### src/hdl/pmc_defs.svh
// Register offsets, field positions, reset values and timing defaults of the power-mode controller.
// Included by pmc_ctrl and its bench; holds definitions only.
`ifndef PMC_DEFS_SVH
`define PMC_DEFS_SVH

// Register byte offsets on the Wishbone slave.
`define PMC_OFS_CTRL 8'h00
`define PMC_OFS_IDLE_STOP 8'h04
`define PMC_OFS_STATUS 8'h08

// Control register fields.
`define PMC_CTRL_SRC_LSB 0
`define PMC_CTRL_SRC_MSB 2
`define PMC_CTRL_SLEEP_BIT 4
`define PMC_CTRL_DIV_LSB 19
`define PMC_CTRL_DIV_MSB 20

// Status register fields.
`define PMC_STAT_MODE_LSB 0
`define PMC_STAT_MODE_MSB 1
`define PMC_STAT_SRC_LSB 4
`define PMC_STAT_SRC_MSB 6
`define PMC_STAT_BUSY_BIT 8
`define PMC_STAT_POSC_BIT 9
`define PMC_STAT_SOSC_BIT 10

// Clock source codes.
`define PMC_SRC_FAST 3'h0
`define PMC_SRC_FAST_DIV 3'h1
`define PMC_SRC_PRIMARY 3'h2
`define PMC_SRC_PRIMARY_PLL 3'h3
`define PMC_SRC_SECONDARY 3'h4
`define PMC_SRC_LOW_POWER 3'h5

// Reset values.
`define PMC_RST_SRC 3'h0
`define PMC_RST_DIV 2'h0
`define PMC_RST_SLEEP 1'b0

// Default start-up and lock counts, in system clock cycles.
`define PMC_OSC_START_CYC_DEF 1024
`define PMC_PLL_LOCK_CYC_DEF 2048

`endif

### src/hdl/pmc_pkg.sv
// Types shared by the power-mode controller files.
// Assumes nothing beyond a SystemVerilog compiler.
`default_nettype none
package pmc_pkg;

  typedef enum logic [1:0] {
    PMC_RUN,
    PMC_IDLE,
    PMC_SLEEP,
    PMC_WAKE
  } pmc_mode_t;

endpackage

`default_nettype wire

### src/hdl/pmc_pb_divider.sv
// Peripheral bus clock divider: one-cycle tick every 1, 2, 4 or 8 system clock cycles.
// Assumes the divider field comes from a register on the same clock.
`timescale 1ns/1ps
`default_nettype none

module pmc_pb_divider (
  // Clock and reset
  input wire logic clk_i,
  input wire logic rst_i,
  // Control
  input wire logic run_i,
  input wire logic [1:0] div_i,
  // Peripheral bus clock edge
  output logic tick_o
);

  logic [2:0] cnt;
  logic [2:0] limit;

  // Encoding 00, 01, 10, 11 gives ratios of one, two, four and eight.
  assign limit = 3'((4'h1 << div_i) - 4'h1);

  // A stopped divider restarts from zero so the first tick after a stop is a full period late at most.
  always_ff @(posedge clk_i)
  begin
    if (rst_i || !run_i)
    begin
      cnt <= 3'h0;
      tick_o <= 1'b0;
    end
    else if (cnt >= limit)
    begin
      cnt <= 3'h0;
      tick_o <= 1'b1;
    end
    else
    begin
      cnt <= cnt + 3'h1;
      tick_o <= 1'b0;
    end
  end

endmodule

`default_nettype wire

### src/hdl/pmc_ctrl.sv
// Power-mode controller: Run, Idle and Sleep sequencing, clock gating, peripheral bus divider.
// Assumes CPU, interrupt controller and watchdog sit on clk_i; registers reached over classic Wishbone.
//
// Behaviour
// Wait instruction with sleep select clear enters Idle, stopping only the CPU clock.
// Wait instruction with sleep select set enters Sleep instead.
// Idle keeps the system clock source running for peripherals and fast exit.
// In Idle, peripherals with their idle-stop bit set halt; others continue.
// Idle ends on enabled interrupt only above current CPU priority.
// Watchdog time-out also ends Idle.
// Any device reset ends Sleep or Idle.
// Sleep stops CPU, system clock source and system-clocked peripherals.
// Sleep ends on higher-priority interrupt from a running source, or watchdog time-out.
// Low-priority wake in Sleep restarts peripheral bus clock and enters Idle.
// Clock-failure monitor is off throughout Sleep.
// Watchdog is not cleared on Sleep entry and may wake later.
// Peripherals on external or low-power clocks keep running in Sleep.
// USB may keep primary or fast oscillator running during Sleep.
// Two-bit divider sets peripheral bus ratio 1:1, 1:2, 1:4 or 1:8.
// Divider encoding 00, 01, 10, 11 means one, two, four, eight.
// USB, interrupt controller, DMA and bus matrix ignore the divider.
// Peripheral read completes at next peripheral bus edge.
// Switching to a stopped crystal or PLL source waits start-up and lock; the code skips PLL lock when primary already runs.
// Run clock selects fast, fast divided, low-power or secondary oscillator.
// Software picks the largest divider meeting peripheral timing.
`timescale 1ns/1ps
`default_nettype none
`include "pmc_defs.svh"

module pmc_ctrl #(
  parameter int NPERIPH = 8,
  parameter int PRIO_W = 3,
  parameter logic [31:0] SLEEP_RUN_MASK = 32'h0000_0001,
  parameter int OSC_START_CYC = `PMC_OSC_START_CYC_DEF,
  parameter int PLL_LOCK_CYC = `PMC_PLL_LOCK_CYC_DEF
) (
  // Clock and reset
  input wire logic clk_i,
  input wire logic rst_i,
  // Wishbone slave
  input wire logic wb_cyc_i,
  input wire logic wb_stb_i,
  input wire logic wb_we_i,
  input wire logic [7:0] wb_adr_i,
  input wire logic [3:0] wb_sel_i,
  input wire logic [31:0] wb_dat_i,
  output logic [31:0] wb_dat_o,
  output logic wb_ack_o,
  // CPU and interrupt controller
  input wire logic wait_exec_i,
  input wire logic irq_valid_i,
  input wire logic irq_sleep_src_i,
  input wire logic [PRIO_W-1:0] irq_prio_i,
  input wire logic [PRIO_W-1:0] cpu_prio_i,
  input wire logic watchdog_timeout_i,
  input wire logic dev_reset_i,
  input wire logic usb_keep_osc_i,
  // Peripheral read path
  input wire logic pb_rd_req_i,
  output logic pb_rd_ack_o,
  // Clock gating
  output logic cpu_clk_en_o,
  output logic sys_clk_src_en_o,
  output logic sysdom_clk_en_o,
  output logic pb_tick_o,
  output logic [NPERIPH-1:0] periph_clk_en_o,
  output logic fail_mon_en_o,
  output logic [2:0] clk_sel_o,
  output logic [1:0] mode_o
);

  localparam int CNT_W = 16;

  generate
    if (NPERIPH < 1 || NPERIPH > 32 || PRIO_W < 1 || PRIO_W > 8)
    begin : g_bad_params
      $error("pmc_ctrl: NPERIPH must be 1..32 and PRIO_W 1..8");
    end
    if (OSC_START_CYC + PLL_LOCK_CYC >= (1 << CNT_W))
    begin : g_bad_counts
      $error("pmc_ctrl: start-up plus lock count exceeds the counter");
    end
  endgenerate

  pmc_pkg::pmc_mode_t mode;
  pmc_pkg::pmc_mode_t next_mode;
  logic [2:0] req_src;
  logic [2:0] cur_src;
  logic sleep_sel;
  logic [1:0] pb_div;
  logic [NPERIPH-1:0] idle_stop;
  logic posc_on;
  logic sosc_on;
  logic [CNT_W-1:0] osc_cnt;
  logic sw_busy;
  logic sw_wait;
  logic pb_tick;
  logic wb_req;
  logic [31:0] wmask;
  logic [31:0] next_rdata;
  logic wake_prio;
  logic [CNT_W-1:0] start_delay;

  assign wb_req = wb_cyc_i && wb_stb_i && !wb_ack_o;
  assign wmask = {{8{wb_sel_i[3]}}, {8{wb_sel_i[2]}}, {8{wb_sel_i[1]}}, {8{wb_sel_i[0]}}};
  assign wake_prio = irq_valid_i && (irq_prio_i > cpu_prio_i);
  assign sw_busy = req_src != cur_src;

  // Start-up time of a source that must be brought up, zero when it already runs.
  function automatic logic [CNT_W-1:0] delay_of(input logic [2:0] src, input logic p_on, input logic s_on);
    logic [CNT_W-1:0] d;
    d = '0;
    if ((src == `PMC_SRC_PRIMARY || src == `PMC_SRC_PRIMARY_PLL) && !p_on)
      d = CNT_W'(OSC_START_CYC);
    if (src == `PMC_SRC_PRIMARY_PLL && !p_on)
      d = CNT_W'(OSC_START_CYC + PLL_LOCK_CYC);
    if (src == `PMC_SRC_SECONDARY && !s_on)
      d = CNT_W'(OSC_START_CYC);
    return d;
  endfunction

  assign start_delay = delay_of(sw_busy ? req_src : cur_src, posc_on, sosc_on);

  // Wishbone register access.
  always_ff @(posedge clk_i)
  begin
    if (rst_i)
    begin
      wb_ack_o <= 1'b0;
      wb_dat_o <= 32'h0000_0000;
    end
    else
    begin
      wb_ack_o <= wb_req;
      wb_dat_o <= wb_req && !wb_we_i ? next_rdata : 32'h0000_0000;
    end
  end

  always_comb
  begin
    next_rdata = 32'h0000_0000;
    case (wb_adr_i)
      `PMC_OFS_CTRL:
      begin
        next_rdata[`PMC_CTRL_SRC_MSB:`PMC_CTRL_SRC_LSB] = req_src;
        next_rdata[`PMC_CTRL_SLEEP_BIT] = sleep_sel;
        next_rdata[`PMC_CTRL_DIV_MSB:`PMC_CTRL_DIV_LSB] = pb_div;
      end
      `PMC_OFS_IDLE_STOP:
        next_rdata[NPERIPH-1:0] = idle_stop;
      `PMC_OFS_STATUS:
      begin
        next_rdata[`PMC_STAT_MODE_MSB:`PMC_STAT_MODE_LSB] = mode;
        next_rdata[`PMC_STAT_SRC_MSB:`PMC_STAT_SRC_LSB] = cur_src;
        next_rdata[`PMC_STAT_BUSY_BIT] = sw_busy;
        next_rdata[`PMC_STAT_POSC_BIT] = posc_on;
        next_rdata[`PMC_STAT_SOSC_BIT] = sosc_on;
      end
      default:
        next_rdata = 32'h0000_0000;
    endcase
  end

  // Control and idle-stop registers; unmapped writes are ignored.
  always_ff @(posedge clk_i)
  begin
    if (rst_i)
    begin
      req_src <= `PMC_RST_SRC;
      sleep_sel <= `PMC_RST_SLEEP;
      pb_div <= `PMC_RST_DIV;
      idle_stop <= '0;
    end
    else if (wb_req && wb_we_i)
    begin
      if (wb_adr_i == `PMC_OFS_CTRL)
      begin
        if (wmask[`PMC_CTRL_SRC_LSB])
          req_src <= wb_dat_i[`PMC_CTRL_SRC_MSB:`PMC_CTRL_SRC_LSB] > `PMC_SRC_LOW_POWER
            ? req_src : wb_dat_i[`PMC_CTRL_SRC_MSB:`PMC_CTRL_SRC_LSB];
        if (wmask[`PMC_CTRL_SLEEP_BIT])
          sleep_sel <= wb_dat_i[`PMC_CTRL_SLEEP_BIT];
        if (wmask[`PMC_CTRL_DIV_LSB])
          pb_div <= wb_dat_i[`PMC_CTRL_DIV_MSB:`PMC_CTRL_DIV_LSB];
      end
      if (wb_adr_i == `PMC_OFS_IDLE_STOP)
        idle_stop <= (idle_stop & ~wmask[NPERIPH-1:0]) | (wb_dat_i[NPERIPH-1:0] & wmask[NPERIPH-1:0]);
    end
  end

  // Mode sequencing.
  always_comb
  begin
    next_mode = mode;
    case (mode)
      pmc_pkg::PMC_RUN:
        if (wait_exec_i)
          next_mode = sleep_sel ? pmc_pkg::PMC_SLEEP : pmc_pkg::PMC_IDLE;
      pmc_pkg::PMC_IDLE:
        if (wake_prio || watchdog_timeout_i)
          next_mode = pmc_pkg::PMC_RUN;
      pmc_pkg::PMC_SLEEP:
        if (watchdog_timeout_i || (irq_sleep_src_i && wake_prio))
          next_mode = pmc_pkg::PMC_WAKE;
        else if (irq_sleep_src_i && irq_valid_i)
          next_mode = pmc_pkg::PMC_IDLE;
      pmc_pkg::PMC_WAKE:
        if (osc_cnt == '0)
          next_mode = pmc_pkg::PMC_RUN;
      default:
        next_mode = pmc_pkg::PMC_RUN;
    endcase
    if (dev_reset_i)
      next_mode = pmc_pkg::PMC_RUN;
  end

  always_ff @(posedge clk_i)
  begin
    if (rst_i)
      mode <= pmc_pkg::PMC_RUN;
    else
      mode <= next_mode;
  end

  // Oscillator state, source switching and start-up counting.
  // A switch is only started in Run; a pending one still completes in Idle or Sleep and can share the start-up counter with a wake.
  always_ff @(posedge clk_i)
  begin
    if (rst_i)
    begin
      cur_src <= `PMC_RST_SRC;
      posc_on <= 1'b0;
      sosc_on <= 1'b0;
      osc_cnt <= '0;
      sw_wait <= 1'b0;
    end
    else
    begin
      if (mode == pmc_pkg::PMC_SLEEP && next_mode == pmc_pkg::PMC_WAKE)
        osc_cnt <= start_delay;
      else if (mode == pmc_pkg::PMC_RUN && sw_busy && !sw_wait)
      begin
        osc_cnt <= start_delay;
        sw_wait <= 1'b1;
      end
      else if (osc_cnt != '0)
        osc_cnt <= osc_cnt - CNT_W'(1);
      else if (sw_wait)
      begin
        cur_src <= req_src;
        sw_wait <= 1'b0;
      end
      if (mode == pmc_pkg::PMC_SLEEP && !usb_keep_osc_i)
        posc_on <= 1'b0;
      else if (osc_cnt == CNT_W'(1) || mode == pmc_pkg::PMC_IDLE)
        posc_on <= posc_on || cur_src == `PMC_SRC_PRIMARY || cur_src == `PMC_SRC_PRIMARY_PLL
          || req_src == `PMC_SRC_PRIMARY || req_src == `PMC_SRC_PRIMARY_PLL;
      if (osc_cnt == CNT_W'(1) && (req_src == `PMC_SRC_SECONDARY || cur_src == `PMC_SRC_SECONDARY))
        sosc_on <= 1'b1;
    end
  end

  // Peripheral bus divider; it stops in Sleep, even when USB keeps the system clock source running.
  pmc_pb_divider u_pb_div (
    .clk_i(clk_i),
    .rst_i(rst_i),
    .run_i(mode != pmc_pkg::PMC_SLEEP),
    .div_i(pb_div),
    .tick_o(pb_tick)
  );

  // Peripheral reads wait for the next peripheral bus edge; up to seven extra cycles at 1:8.
  always_ff @(posedge clk_i)
  begin
    if (rst_i)
      pb_rd_ack_o <= 1'b0;
    else
      pb_rd_ack_o <= pb_rd_req_i && !pb_rd_ack_o && pb_tick;
  end

  // Clock gating outputs, all registered.
  always_ff @(posedge clk_i)
  begin
    if (rst_i)
    begin
      cpu_clk_en_o <= 1'b1;
      sys_clk_src_en_o <= 1'b1;
      sysdom_clk_en_o <= 1'b1;
      fail_mon_en_o <= 1'b1;
      pb_tick_o <= 1'b0;
      clk_sel_o <= `PMC_RST_SRC;
      mode_o <= 2'h0;
    end
    else
    begin
      cpu_clk_en_o <= mode == pmc_pkg::PMC_RUN;
      sys_clk_src_en_o <= mode != pmc_pkg::PMC_SLEEP
        || (usb_keep_osc_i && cur_src != `PMC_SRC_SECONDARY && cur_src != `PMC_SRC_LOW_POWER);
      sysdom_clk_en_o <= mode != pmc_pkg::PMC_SLEEP;
      fail_mon_en_o <= mode != pmc_pkg::PMC_SLEEP;
      pb_tick_o <= pb_tick;
      clk_sel_o <= cur_src;
      mode_o <= mode;
    end
  end

  genvar gi;
  generate
    for (gi = 0; gi < NPERIPH; gi++)
    begin : g_periph
      always_ff @(posedge clk_i)
      begin
        if (rst_i)
          periph_clk_en_o[gi] <= 1'b1;
        else
        begin
          case (mode)
            pmc_pkg::PMC_IDLE:
              periph_clk_en_o[gi] <= !idle_stop[gi];
            pmc_pkg::PMC_SLEEP:
              periph_clk_en_o[gi] <= SLEEP_RUN_MASK[gi];
            default:
              periph_clk_en_o[gi] <= 1'b1;
          endcase
        end
      end
    end
  endgenerate
endmodule

`default_nettype wire

### config.mk
export PLATFORM = sky130hd
export DESIGN_NAME = pmc_ctrl
export DESIGN_NICKNAME = d
export VERILOG_FILES = /design/src/hdl/pmc_pkg.sv /design/src/hdl/pmc_pb_divider.sv /design/src/hdl/pmc_ctrl.sv
export VERILOG_INCLUDE_DIRS = /design/src /design/src/hdl
export SDC_FILE = /design/constraint.sdc
export NUM_CORES = 1
export LEC_CHECK = 0
export ABC_AREA = 1
export BUFFER_PORTS_ARGS = -buffer_cell sky130_fd_sc_hd__buf_2
export CAP_MARGIN = 15
export CORE_MARGIN = 2
export CORE_UTILIZATION = 35
export CTS_BUF_LIST = sky130_fd_sc_hd__clkbuf_2
export DETAILED_ROUTE_END_ITERATION = 10
export PLACE_DENSITY = 0.63
export SYNTH_ARGS = -nofsm -noshare
export SYNTH_HDL_FRONTEND = slang
export SYNTH_SLANG_ARGS = --single-unit
### constraint.sdc
create_clock -name clk_i -period 2.5 [get_ports clk_i]
set_clock_uncertainty 0.15 [all_clocks]
set_input_delay 0.375 -clock clk_i [delete_from_list [all_inputs] [get_ports clk_i]]
set_output_delay 0.375 -clock clk_i [all_outputs]
set_load 0.01 [all_outputs]
# After elaboration in Yosys (flattened, before gate mapping)
# Cells that the tools add are included.
# Widths: inputs -> output; s select.
[totals] reg_bits=93 latchBits=0 ram_bits=0 rom_bits=0 in_bits=62 out_inout_bits=52 wordCells=167 memories=0
[op_classes] add_sub_neg=3 multipliers=0 n_div=0 magnitude_cmp=3 eq_ne=21 shifts=1 n_mux=29 bitwise_logic=13 n_reduce_logical=64
[ops] cell="$mux 16" count=5
[ops] cell="$logic_and 1x1->1" count=19
[ops] cell="$eq 3x2->1 const B" count=6
[ops] cell="$and 8x8->8" count=2
[ops] cell="$eq 16x1->1 const B" count=1
[ops] cell="$logic_not 1->1" count=16
[ops] cell="$logic_not 16->1" count=1
[ops] cell="$pmux 1 s2" count=8
[ops] cell="$reduce_bool 16->1" count=1
[ops] cell="$sub 16x1->16 const B" count=1
[ops] cell="$mux 2" count=7
[ops] cell="$logic_or 1x1->1" count=11
[ops] cell="$mux 11" count=1
[ops] cell="$eq 3x3->1 const B" count=3
[ops] cell="$not 1->1" count=9
[ops] cell="$reduce_or 3->1" count=3
[ops] cell="$eq 8x3->1 const B" count=1
[ops] cell="$eq 8x4->1 const B" count=1
[ops] cell="$logic_not 8->1" count=1
[ops] cell="$not 8->8" count=1
[ops] cell="$or 8x8->8" count=1
[ops] cell="$pmux 2 s4" count=1
[ops] cell="$reduce_and 4->1" count=2
[ops] cell="$reduce_or 2->1" count=4
[ops] cell="other kinds (20)" count=28

# Logic depth before layout (Yosys ltp)
# Gate-level depths: netlist of run 1.
[depth] depth_word=11 ltp_mapped=15

# Cells and area by module
# A second synthesis of run 1 with hierarchy kept.
[hier_totals] hier_cells=438 area_unflattened_um2=3378.2
[by_module_without_submodules] mod="pmc_ctrl" instances=1 cells_each=411 area_per_inst_um2=3154.3
[by_module_without_submodules] mod="pmc_pb_divider" instances=1 cells_each=27 area_per_inst_um2=224.0

# Worst setup path after synthesis of run 1
# OpenSTA, ideal clock, no wires.
[synth_timing] kind="input-to-reg" start="in cpu_prio_i[2]" end="reg osc_cnt[3]" arrival_ps=1628 path_slack_ps=605 path_stages=13 path_buffers=1 cell_sequence="inv_1 -> ha_1 -> a21oi_1 -> nand2_1 -> nand2_1 -> nand3_1 -> nand3_1 -> nand2_1 -> nor2_2 -> nand2_2 -> nand3_4 -> buf_8 -> nor2_2"
[synth_via] elab_chain_cells=10
[synth_rtl] element="from (decl)" line="pmc_ctrl.sv:54" text="input wire logic [PRIO_W-1:0] cpu_prio_i,"
[synth_rtl] element="$gt 3x3->1 *" line="pmc_ctrl.sv:106" text="assign wake_prio = irq_valid_i && (irq_prio_i > cpu_prio_i);"
[synth_rtl] element="$logic_and 1x1->1 *" line="pmc_ctrl.sv:106"
[synth_rtl] element="$logic_and 1x1->1" line="pmc_ctrl.sv:203" text="if (watchdog_timeout_i || (irq_sleep_src_i && wake_prio))"
[synth_rtl] element="$logic_or 1x1->1" line="pmc_ctrl.sv:203"
[synth_rtl] element="$mux 2" line="pmc_ctrl.sv:203"
[synth_rtl] element="$pmux 2 s4 *" line="pmc_ctrl.sv:195" text="case (mode)"
[synth_rtl] element="$mux 2 *" line="pmc_ctrl.sv:213" text="if (dev_reset_i)"
[synth_rtl] element="$eq 2x2->1 *" line="pmc_ctrl.sv:239" text="if (mode == pmc_pkg::PMC_SLEEP && next_mode == pmc_pkg::PMC_WAKE)"
[synth_rtl] element="$logic_and 1x1->1 *" line="pmc_ctrl.sv:239"
[synth_rtl] element="$reduce_bool 3->1 (no line) or $mux 16 (tied branches)"
[synth_rtl] element="to (signal assigned)" line="pmc_ctrl.sv:240" text="osc_cnt <= start_delay;"
[synth_rtl] element="to (signal assigned)" line="pmc_ctrl.sv:243" text="osc_cnt <= start_delay;"
[synth_rtl] element="to (signal assigned)" line="pmc_ctrl.sv:247" text="osc_cnt <= osc_cnt - CNT_W'(1);"
[synth_rtl] element="to (decl)" line="pmc_ctrl.sv:94" text="logic [CNT_W-1:0] osc_cnt;"
# Every way passes the cells marked *; elsewhere a longest branch is shown, timed or not.
# A chain may end at the register's enable or synchronous reset.

# Worst setup path after layout of run 1
[layout_timing] start="reg osc_cnt[0]" end="reg osc_cnt[12]"
[layout_via] elab_chain_cells=7
[layout_rtl] element="parallel branches: the longest is 7 deep, another holds $sub 16x1->16"
# Several ways; the timed one is not identified. The select of a mux whose other input is x is not followed.

==> results of run 1 <==
==> metrics by stage <==
step	setup WS, ns	area [µm²]	cells
after floorplan	0.605	3390	451
final	0.289	3960	654
after CTS	0.279	3960	654
after global placement	0.362	3750	628
after detailed placement	0.335	3750	628
after global routing	0.0788	3960	654
==> worst register-to-register path: stages (launching register included) <==
cell	delay, ns
dfxtp_1	0.37
inv_1	0.09
ha_1	0.19
nand2_1	0.10
nor2_2	0.22
nand3_1	0.12
nand2_1	0.11
nand3_1	0.10
nand2_1	0.11
nor2_2	0.04
nand2_2	0.13
nand3_4	0.23
nor3_1	0.19
==> metal layers <==
layer / routed length, µm / share of wire
met1: 3380 / 0.45
met4: 139 / 0.019
met3: 427 / 0.057
met5: 0 / 0
met2: 3500 / 0.47
==> power by group through the flow <==
| stage | Sequential (µW) | Combinational (µW) | Clock (µW) |
|---|---|---|---|
| floorplan | 1410 | 823 | 0 |
| global placement | 1420 | 955 | 0 |
| detailed placement | 1430 | 977 | 0 |
| CTS | 1400 | 997 | 625 |
| global route | 1420 | 1150 | 665 |
| finish | 1400 | 989 | 605 |
==> cell usage in the layout, fill, tap and decap left out, drive strengths merged <==
cell type	count
o21ai	22
o31ai	1
ha	9
or2	4
dfxtp	74
clkinv	4
a31oi	9
nand3b	2
o211ai	1
xor2	7
clkbuf	9
nor4	2
nor3	14
xnor2	8
nand3	25
nand2	59
nor2	93
a21boi	1
a211oi	3
inv	54
nand4	3
o221ai	2
bufinv	1
o2bb2ai	1
a21oi	11
o211a	1
dlygate4sd3	12
o22ai	1
conb	19
buf	73
==> layout make-up <==
cell class	count	area share
tap	129	0.0407
clock buffer	9	0.0114
timing repair buffer	85	0.124
sequential	74	0.374
clock inverter	5	0.0120
multi-input combinational	298	0.386
inverter	54	0.0512
==> repair_timing <==
action	CTS	global route
endpoints found under the hold margin	13	0
hold buffers	12	0
setup endpoints to repair	0	0
==> cells in the mapped netlist, drive strengths merged <==
master    n
nor2     93
dfxtp    74
nand2    59
inv      54
nand3    25
buf      22
o21ai    22
nor3     14
a21oi    11
a31oi     9
ha        9
xnor2     8
xor2      7
or2       4
a211oi    3
clkbuf    3
nand4     3
nand3b    2
nor4      2
o221ai    2
a21boi    1
conb      1
o211a     1
o211ai    1
o22ai     1
o2bb2ai   1
o31ai     1
==> worst max path at each step <==
stage	end	slack [ns]	cells past startpoint
2_1_floorplan	osc_cnt[3]	0.61	13
3_3_place_gp	osc_cnt[0]	0.36	11
3_5_place_dp	osc_cnt[1]	0.33	11
4_1_cts	osc_cnt[12]	0.28	12
5_1_grt	osc_cnt[1]	0.08	12
6_report	osc_cnt[12]	0.29	12
==> kinds of logic after synthesis <==
group,Yosys count
and+or+nand+nor,202
buffers and inverters,79
DFF,74
AOI/OAI and AO/OA,53
xor gates and xnor gates,15
adders and majority gates,9
other,1
==> metrics.yaml, run 1 <==
hold_viol: 0
relSlewSlack: 0.605
area_growth_pct: 19.1
combinationalPowerShare: 0.330
grt_pass1_vias: 2736
synth_top_family_by_area: "simple AND/OR/NAND/NOR gates"
r2r-end: "osc_cnt[12]"
pwr-share-seq: 0.468
portBuffers: 70
top_usage_layer: "met2"
start_util: 0.360
yosysSeqAreaShare: 0.445
final_antenna_net_count: 0
die_area_mm2: 0.0103
crit_path_start: "osc_cnt[0]"
pwr-share-clk: 0.202
cap_violations: 0
synth_top_area_cell: "dfxtp_1"
intPower_uw: 1920
place.gp.congestion: 0.830
power.density_mw_per_mm2: 756
r2r_setup_slack_ns: 0.29
hold_depth: 5
fillers: 971
cts_made_buffers: 9
overflow: 0
cp_max_fo: 14
synth_cells: 433
crit_type: "reg -> reg"
grt_first_pass_wirelength_mm: 12.3
cts-root-buf: "clkbuf_2"
rr_worst_depth: 12
grt_max_degree: 21
cts.sinks: 74
clk_latency_ns: 0.50
vias: 2920
synth_top_area_frac: 0.445
finalNetCount: 593
final_core_util: 0.429
wire_per_inst_um: 11.4
worst-path-buf-inv: 1
dp_hpwl_mm: 5.65
ys_types: 36
cts_setup_buffers: 0
antenna_found_initial: 0
power_switching_uw: 1080
met1_usage: 0.191
die_width_um: 101
gr-usage-met2: 0.250
worst_setup_path_end_kind: "register"
cts_buffer_depth: 2
crit-reg2reg-launch: "osc_cnt[0]"
swShare: 0.360
yosys.area_share.simple: 0.272
synth_fa_ha_area_frac: 0.0338
use_met3: 0.0366
crit_path_top_delay_cell: "dfxtp_1"
syn_area_mm2: 0.00333
cpLargestDelayFamily: "simple AND/OR/NAND/NOR gates"
period_share: 0.884
tightestPinTransition_ns: 0.590
core_area_mm2: 0.00924
fin_crit_ns: 2.21
rsz0062_at_grt: "no"
drt-initial-drc-count: 124
synth-xor-area-share: 0.0395
synth_area_per_cell_um2: 7.68
crit_chain: "inv_1, ha_1, nand2_1, nor2_2, nand3_1, nand2_1, nand3_1, nand2_1, nor2_2, nand2_2, nand3_4, nor3_1"
setup_viol: 0
rows: 35
cpPeakStageDelay_ns: 0.37
synthTopCellsByArea: "dfxtp_1, nor2_1, nand2_1"
vdd_ir_drop_max_mv: 0.284
hold_ws_ns: 0.0286
ios: 114
synth-compound-area-share: 0.0929
register_area_mm2: 0.00148
drc: 0
final.setup.tns_ns: 0
cts_resized: 0
layout-drive-gt1-share: 0.210
drt_wl_total_mm: 7.45
firstDrtPassIters: 4
track_usage: 0.153
arrival_ns: 2.50
p_leak_uw: 0.00182
multi_input_area_mm2: 0.00153
num_antenna_cells: 0
cp-start-kind: "register"
synth_mux_area_frac: 0
cts_tree: "yes"
routed_via_density: 4.46
h-tree-depth: 3
die_h_um: 101
ys_seq_elements: 74
cts.clk_slew.worst_paths_ns: 0.19
status: "finished, final reports clean"
hp-start: "wb_stb_i"
fmax_ghz: 0.452
min_path_type: "in -> reg"
cp.required_ns: 2.79
p_total_uw: 3000
yosysWarnings: 0
hold_end: "wb_ack_o"
crit_top_cell: "nand2_1"
slew_violations: 0
No activity file was read; power rests on OpenSTA's default activity.
==> run 2: changes to the inputs <==
--- a/config.mk
+++ b/config.mk
@@ -6,9 +6,10 @@
 export SDC_FILE = /design/constraint.sdc
 export NUM_CORES = 1
 export LEC_CHECK = 0
-export ABC_AREA = 1
+export ABC_AREA = 0
 export BUFFER_PORTS_ARGS = -buffer_cell sky130_fd_sc_hd__buf_2
 export CAP_MARGIN = 15
+export CORE_ASPECT_RATIO = 0.75
 export CORE_MARGIN = 2
 export CORE_UTILIZATION = 35
 export CTS_BUF_LIST = sky130_fd_sc_hd__clkbuf_2
==> metrics.yaml, run 2 <==
stdcell_area_mm2: 0.00407  # was 0.00396 mm²
cts_resized: 0  # unchanged
hold_viol: 0  # unchanged
synthTopCellsByArea: "dfxtp_1, nor2_1, mux2i_1"  # was dfxtp_1, nor2_1, nand2_1
die_area_mm2: 0.0101  # was 0.0103 mm²
crit_type: "reg -> reg"  # unchanged
period_share: 0.903  # was 0.884
synth_area_per_cell_um2: 8.73  # was 7.68 µm²
synth_common_cells: "dfxtp_1, nor2_1, nand2_1, buf_4"  # was nor2_1, dfxtp_1, nand2_1, inv_1, nand3_1
overflow: 0  # unchanged
slew_violations: 0  # unchanged
num_antenna_cells: 0  # unchanged
relSlewSlack: 0.655  # was 0.605
track_usage: 0.159  # was 0.153
grt_max_degree: 20  # was 21
vias: 2821  # was 2920
cap_violations: 0  # unchanged
cp.required_ns: 2.78  # was 2.79 ns
portBuffers: 70  # unchanged
setup_ws_ns: 0.242  # was 0.289 ns
worst_setup_path_end_kind: "register"  # unchanged
die_width_um: 115  # was 101 µm
dp_hpwl_mm: 5.54  # was 5.65 mm
hold_ws_ns: 0.0764  # was 0.0286 ns
place_ws_ns: -0.127  # was 0.335 ns
die_h_um: 87.5  # was 101 µm
ys_types: 48  # was 36
cts.clk_slew.worst_paths_ns: 0.23  # was 0.19 ns
routed_via_density: 4.67  # was 4.46
cp_max_fo: 6  # was 14
fmax_ghz: 0.443  # was 0.452 GHz
fin_crit_ns: 2.26  # was 2.21 ns
yosysWarnings: 0  # unchanged
clk_latency_ns: 0.54  # was 0.50 ns
status: "finished, final reports clean"  # unchanged
cp-start-kind: "register"  # unchanged
vdd_ir_drop_max_mv: 0.439  # was 0.284 mV
final_antenna_net_count: 0  # unchanged
cts_buffer_depth: 2  # unchanged
min_path_type: "in -> reg"  # unchanged
p_leak_uw: 0.00180  # was 0.00182 µW
synth_top_area_frac: 0.455  # was 0.445
place.gp.congestion: 0.791  # was 0.830
placed_cell_area_mm2: 0.00374  # was 0.00375 mm²
finalNetCount: 542  # was 593
ys_seq_elements: 74  # unchanged
yosysMostFrequentCell: "dfxtp_1"  # was nor2_1
start_util: 0.360  # about the same
synth_cells: 373  # was 433
cts-root-buf: "clkbuf_2"  # unchanged
final_common_cell: "dfxtp_1"  # was nor2_1
synth_edf_count: 0  # unchanged
wire_per_inst_um: 12.7  # was 11.4 µm
final_core_util: 0.450  # was 0.429
rsz0062_at_grt: "no"  # unchanged
yosysSeqAreaShare: 0.455  # was 0.445
syn_area_mm2: 0.00326  # was 0.00333 mm²
synth_ff_type: "dfxtp_1"  # unchanged
h-tree-depth: 3  # unchanged
ios: 114  # unchanged
grt_first_pass_wirelength_mm: 12.5  # was 12.3 mm
power.density_mw_per_mm2: 769  # was 756 mW/mm²
drt-initial-drc-count: 121  # was 124
area_growth_pct: 25.0  # was 19.1%
core_area_mm2: 0.00905  # was 0.00924 mm²
firstDrtPassIters: 4  # unchanged
synth_top_area_cell: "dfxtp_1"  # unchanged
cts.sinks: 74  # unchanged
final_cell_mix: "dfxtp_1, buf_2, nor2_1"  # was nor2_1, dfxtp_1, buf_2
cts_tree: "yes"  # unchanged
antenna_found_initial: 0  # unchanged
rows: 30  # was 35
setup_viol: 0  # unchanged
async_flop_share: 0  # unchanged
layout-drive-gt1-share: 0.233  # was 0.210
cts_made_buffers: 9  # unchanged
grt_pass1_vias: 2649  # was 2736
arrival_ns: 2.54  # was 2.50 ns
drc: 0  # unchanged
drt_wl_total_mm: 7.69  # was 7.45 mm
tightestPinTransition_ns: 0.504  # was 0.590 ns
[run 2: repair_timing]
action | CTS | global route
hold buffers | 18 | 1
hold endpoints to repair | 20 | 1
buffers inserted | 0 | 0
[run 2: per-stage QoR]
stage	setup TNS (ns)	total power (µW)	std cells
final	0	3130	604
after global routing	0	3350	604
after CTS	0	3150	603
after detailed placement	-1.01	2340	569
after global placement	-0.524	2320	569
after floorplan	0	2070	391
[run 2: per-layer routing]
layer  vias to the layer above  part of all wire  track usage
met5                         -                 0            0
met4                         0            0.0087       0.0416
met3                         6             0.078       0.0540
met2                        98              0.43        0.241
met1                      1290              0.49        0.218
li1                       1427                 -            -
[run 2: final cells by class]
cell class	instances	area (µm²)
clock buffers	10	50.0
clock inverters	6	90.1
fillers	899	4980
inverters	15	56.3
multi-input cells	267	1580
flip-flops and latches	74	1480
well taps	128	160
repair buffers	104	653
[run 2: logic make-up (layout without fill, tap and decap cells)]
| group | after synthesis | count (layout) | share of synthesized area |
|---|---|---|---|
| AND/OR/NAND/NOR | 169 | 169 | 0.255 |
| adder cells (fa/ha/maj) | 9 | 9 | 0.0346 |
| AO/OA/AOI/OAI | 37 | 37 | 0.0753 |
| multiplexers | 20 | 20 | 0.0626 |
| flip-flops | 74 | 74 | 0.455 |
| buffers and inverters | 50 | 135 | 0.0811 |
| XOR/XNOR | 13 | 13 | 0.0350 |
| other | 1 | 19 | 0.00115 |
[run 2: path summary, 6_finish.rpt]
kind,slack (ns),end,cells after the start,startpoint
hold / removal,0.08,pb_div[0],2,rst_i
setup reg to reg,0.24,osc_cnt[10],5,osc_cnt[8]
setup / recovery,0.24,osc_cnt[10],5,osc_cnt[8]
hold reg to reg,0.31,periph_clk_en_o[0],1,register
[run 2: power by group]
group	switching, µW	internal [µW]
logic	563	440
clock network	434	338
registers	80.1	1280
total	1080	2050
[run 2: worst max-delay path, cell delays in order (launching register included)]
cell and delay [ns]:
dfxtp_1 0.39, nor4_1 0.48, nand4_2 0.26, a32o_1 0.32, or3b_2 0.44, o311a_1 0.13
==> run 3: changes to the inputs <==
--- a/config.mk
+++ b/config.mk
@@ -11,10 +11,11 @@
 export CAP_MARGIN = 15
 export CORE_ASPECT_RATIO = 0.75
 export CORE_MARGIN = 2
-export CORE_UTILIZATION = 35
+export CORE_UTILIZATION = 30
 export CTS_BUF_LIST = sky130_fd_sc_hd__clkbuf_2
+export CTS_CLUSTER_DIAMETER = 100
 export DETAILED_ROUTE_END_ITERATION = 10
-export PLACE_DENSITY = 0.63
+export PLACE_DENSITY = 0.57
 export SYNTH_ARGS = -nofsm -noshare
 export SYNTH_HDL_FRONTEND = slang
 export SYNTH_SLANG_ARGS = --single-unit
==> metrics.yaml, run 3 (synthesis results as in run 2) <==
wire_per_inst_um: 12.6  # was 12.7 µm
track_usage: 0.139  # was 0.159
arrival_ns: 2.58  # was 2.54 ns
hold_viol: 0  # unchanged
cts.sinks: 74  # unchanged
cts_resized: 0  # unchanged
dp.cells: 579  # was 569
final_antenna_net_count: 0  # unchanged
fmax_ghz: 0.433  # was 0.443 GHz
cp_max_fo: 7  # was 6
place.gp.congestion: 0.802  # was 0.791
stdcell_area_mm2: 0.00403  # was 0.00407 mm²
placed_cell_area_mm2: 0.00376  # was 0.00374 mm²
r2r_setup_slack_ns: 0.23  # was 0.24 ns
clk_latency_ns: 0.51  # was 0.54 ns
period_share: 0.923  # was 0.903
core_area_mm2: 0.0104  # was 0.00905 mm²
hold_depth: 2  # unchanged
setup_viol: 0  # unchanged
h-tree-depth: 3  # unchanged
status: "finished, final reports clean"  # unchanged
die_h_um: 94.2  # was 87.5 µm
power.density_mw_per_mm2: 716  # was 769 mW/mm²
final_cell_mix: "dfxtp_1, buf_2, nor2_1"  # unchanged
fin_crit_ns: 2.31  # was 2.26 ns
die_width_um: 124  # was 115 µm
cts_tree: "yes"  # unchanged
crit-reg2reg-launch: "wb_ack_o"  # was osc_cnt[8]
rows: 32  # was 30
area_growth_pct: 23.7  # was 25.0%
firstDrtPassIters: 4  # unchanged
cts.clk_slew.worst_paths_ns: 0.20  # was 0.23 ns
worst_setup_path_end_kind: "register"  # unchanged
cts_buffer_depth: 2  # unchanged
cts-root-buf: "clkbuf_2"  # unchanged
rsz0062_at_grt: "no"  # unchanged
fin_cells: 613  # was 604
hold_buffers: 18  # unchanged
hp-start: "rst_i"  # unchanged
relSlewSlack: 0.665  # was 0.655
drt-initial-drc-count: 189  # was 121
min_path_type: "in -> reg"  # unchanged
drt_wl_total_mm: 7.72  # was 7.69 mm
start_util: 0.313  # was 0.360
cp-start-kind: "primary input"  # was register
die_area_mm2: 0.0117  # was 0.0101 mm²
grt_pass1_vias: 2630  # was 2649
routed_via_density: 4.59  # was 4.67
ios: 114  # unchanged
cts_setup_buffers: 0  # unchanged
vias: 2813  # was 2821
hold_end: "pb_div[0]"  # unchanged
num_antenna_cells: 0  # unchanged
grt_first_pass_wirelength_mm: 12.9  # was 12.5 mm
slew_violations: 0  # unchanged
crit_type: "in -> reg"  # was reg -> reg
grt_max_degree: 19  # was 20
finalNetCount: 543  # was 542
cap_violations: 0  # unchanged
p_leak_uw: 0.00179  # was 0.00180 µW
drc: 0  # unchanged
rr_worst_depth: 7  # was 5
final_common_cell: "dfxtp_1"  # unchanged
hold_ws_ns: 0.0849  # was 0.0764 ns
cts_made_buffers: 9  # unchanged
dp_hpwl_mm: 5.82  # was 5.54 mm
overflow: 0  # unchanged
fillers: 1076  # was 899
cp.required_ns: 2.77  # was 2.78 ns
layout-drive-gt1-share: 0.237  # was 0.233
tightestPinTransition_ns: 0.502  # was 0.504 ns
final.setup.tns_ns: 0  # unchanged
antenna_found_initial: 0  # unchanged
vdd_ir_drop_max_mv: 0.242  # was 0.439 mV
portBuffers: 70  # unchanged
## run 3: metrics by stage
step	util	power, µW	setup WS (ns)
2_1_floorplan	-	2070	0.00848
3_3_place_gp	0.362	2330	-0.152
3_5_place_dp	0.362	2340	-0.219
4_1_cts	0.387	2920	0.203
5_1_grt	0.387	3120	0.0391
6_report	0.387	2890	0.192
## run 3: cell type report
cell class | count | area, µm² | area share
inverter | 15 | 56.3 | 0.0140
tap | 136 | 170 | 0.0422
sequential | 74 | 1480 | 0.368
clock inverter | 6 | 33.8 | 0.00839
timing repair buffer | 105 | 658 | 0.163
multi-input combinational | 267 | 1580 | 0.392
clock buffer | 10 | 50.0 | 0.0124
## run 3: worst max-delay path: stages
cell           delay, ns
dlygate4sd3_1       0.51
buf_2               0.09
nand3b_1            0.08
or4_1               0.59
buf_4               0.21
nor4_4              0.22
buf_4               0.23
mux2i_1             0.22
nor2_1              0.05
## run 3: how the worst max path moves through the flow
| stage | startpoint | endpoint | slack [ns] | depth (start not counted) |
|---|---|---|---|---|
| 6_report | wb_stb_i | register | 0.19 | 9 |
| 5_1_grt | wb_ack_o | register | 0.04 | 7 |
| 4_1_cts | wb_ack_o | register | 0.20 | 7 |
| 3_5_place_dp | wb_adr_i[1] | register | -0.22 | 8 |
| 3_3_place_gp | wb_adr_i[1] | register | -0.15 | 8 |
| 2_1_floorplan | wb_adr_i[1] | register | 0.008 | 6 |
## run 3: metal layers
metal / global-route usage / part of all wire / up-vias
met5: 0 / 0 / -
met4: 0.0431 / 0.0057 / 0
met1: 0.197 / 0.52 / 1288
met2: 0.197 / 0.40 / 93
li1: - / - / 1427
met3: 0.0461 / 0.074 / 5
## run 3: power breakdown
| group | switching (µW) | internal, µW | leakage, µW |
|---|---|---|---|
| clock | 414 | 129 | 0.0000652 |
| combinational | 544 | 440 | 0.00112 |
| sequential | 83.3 | 1280 | 0.000600 |
| total | 1040 | 1840 | 0.00179 |
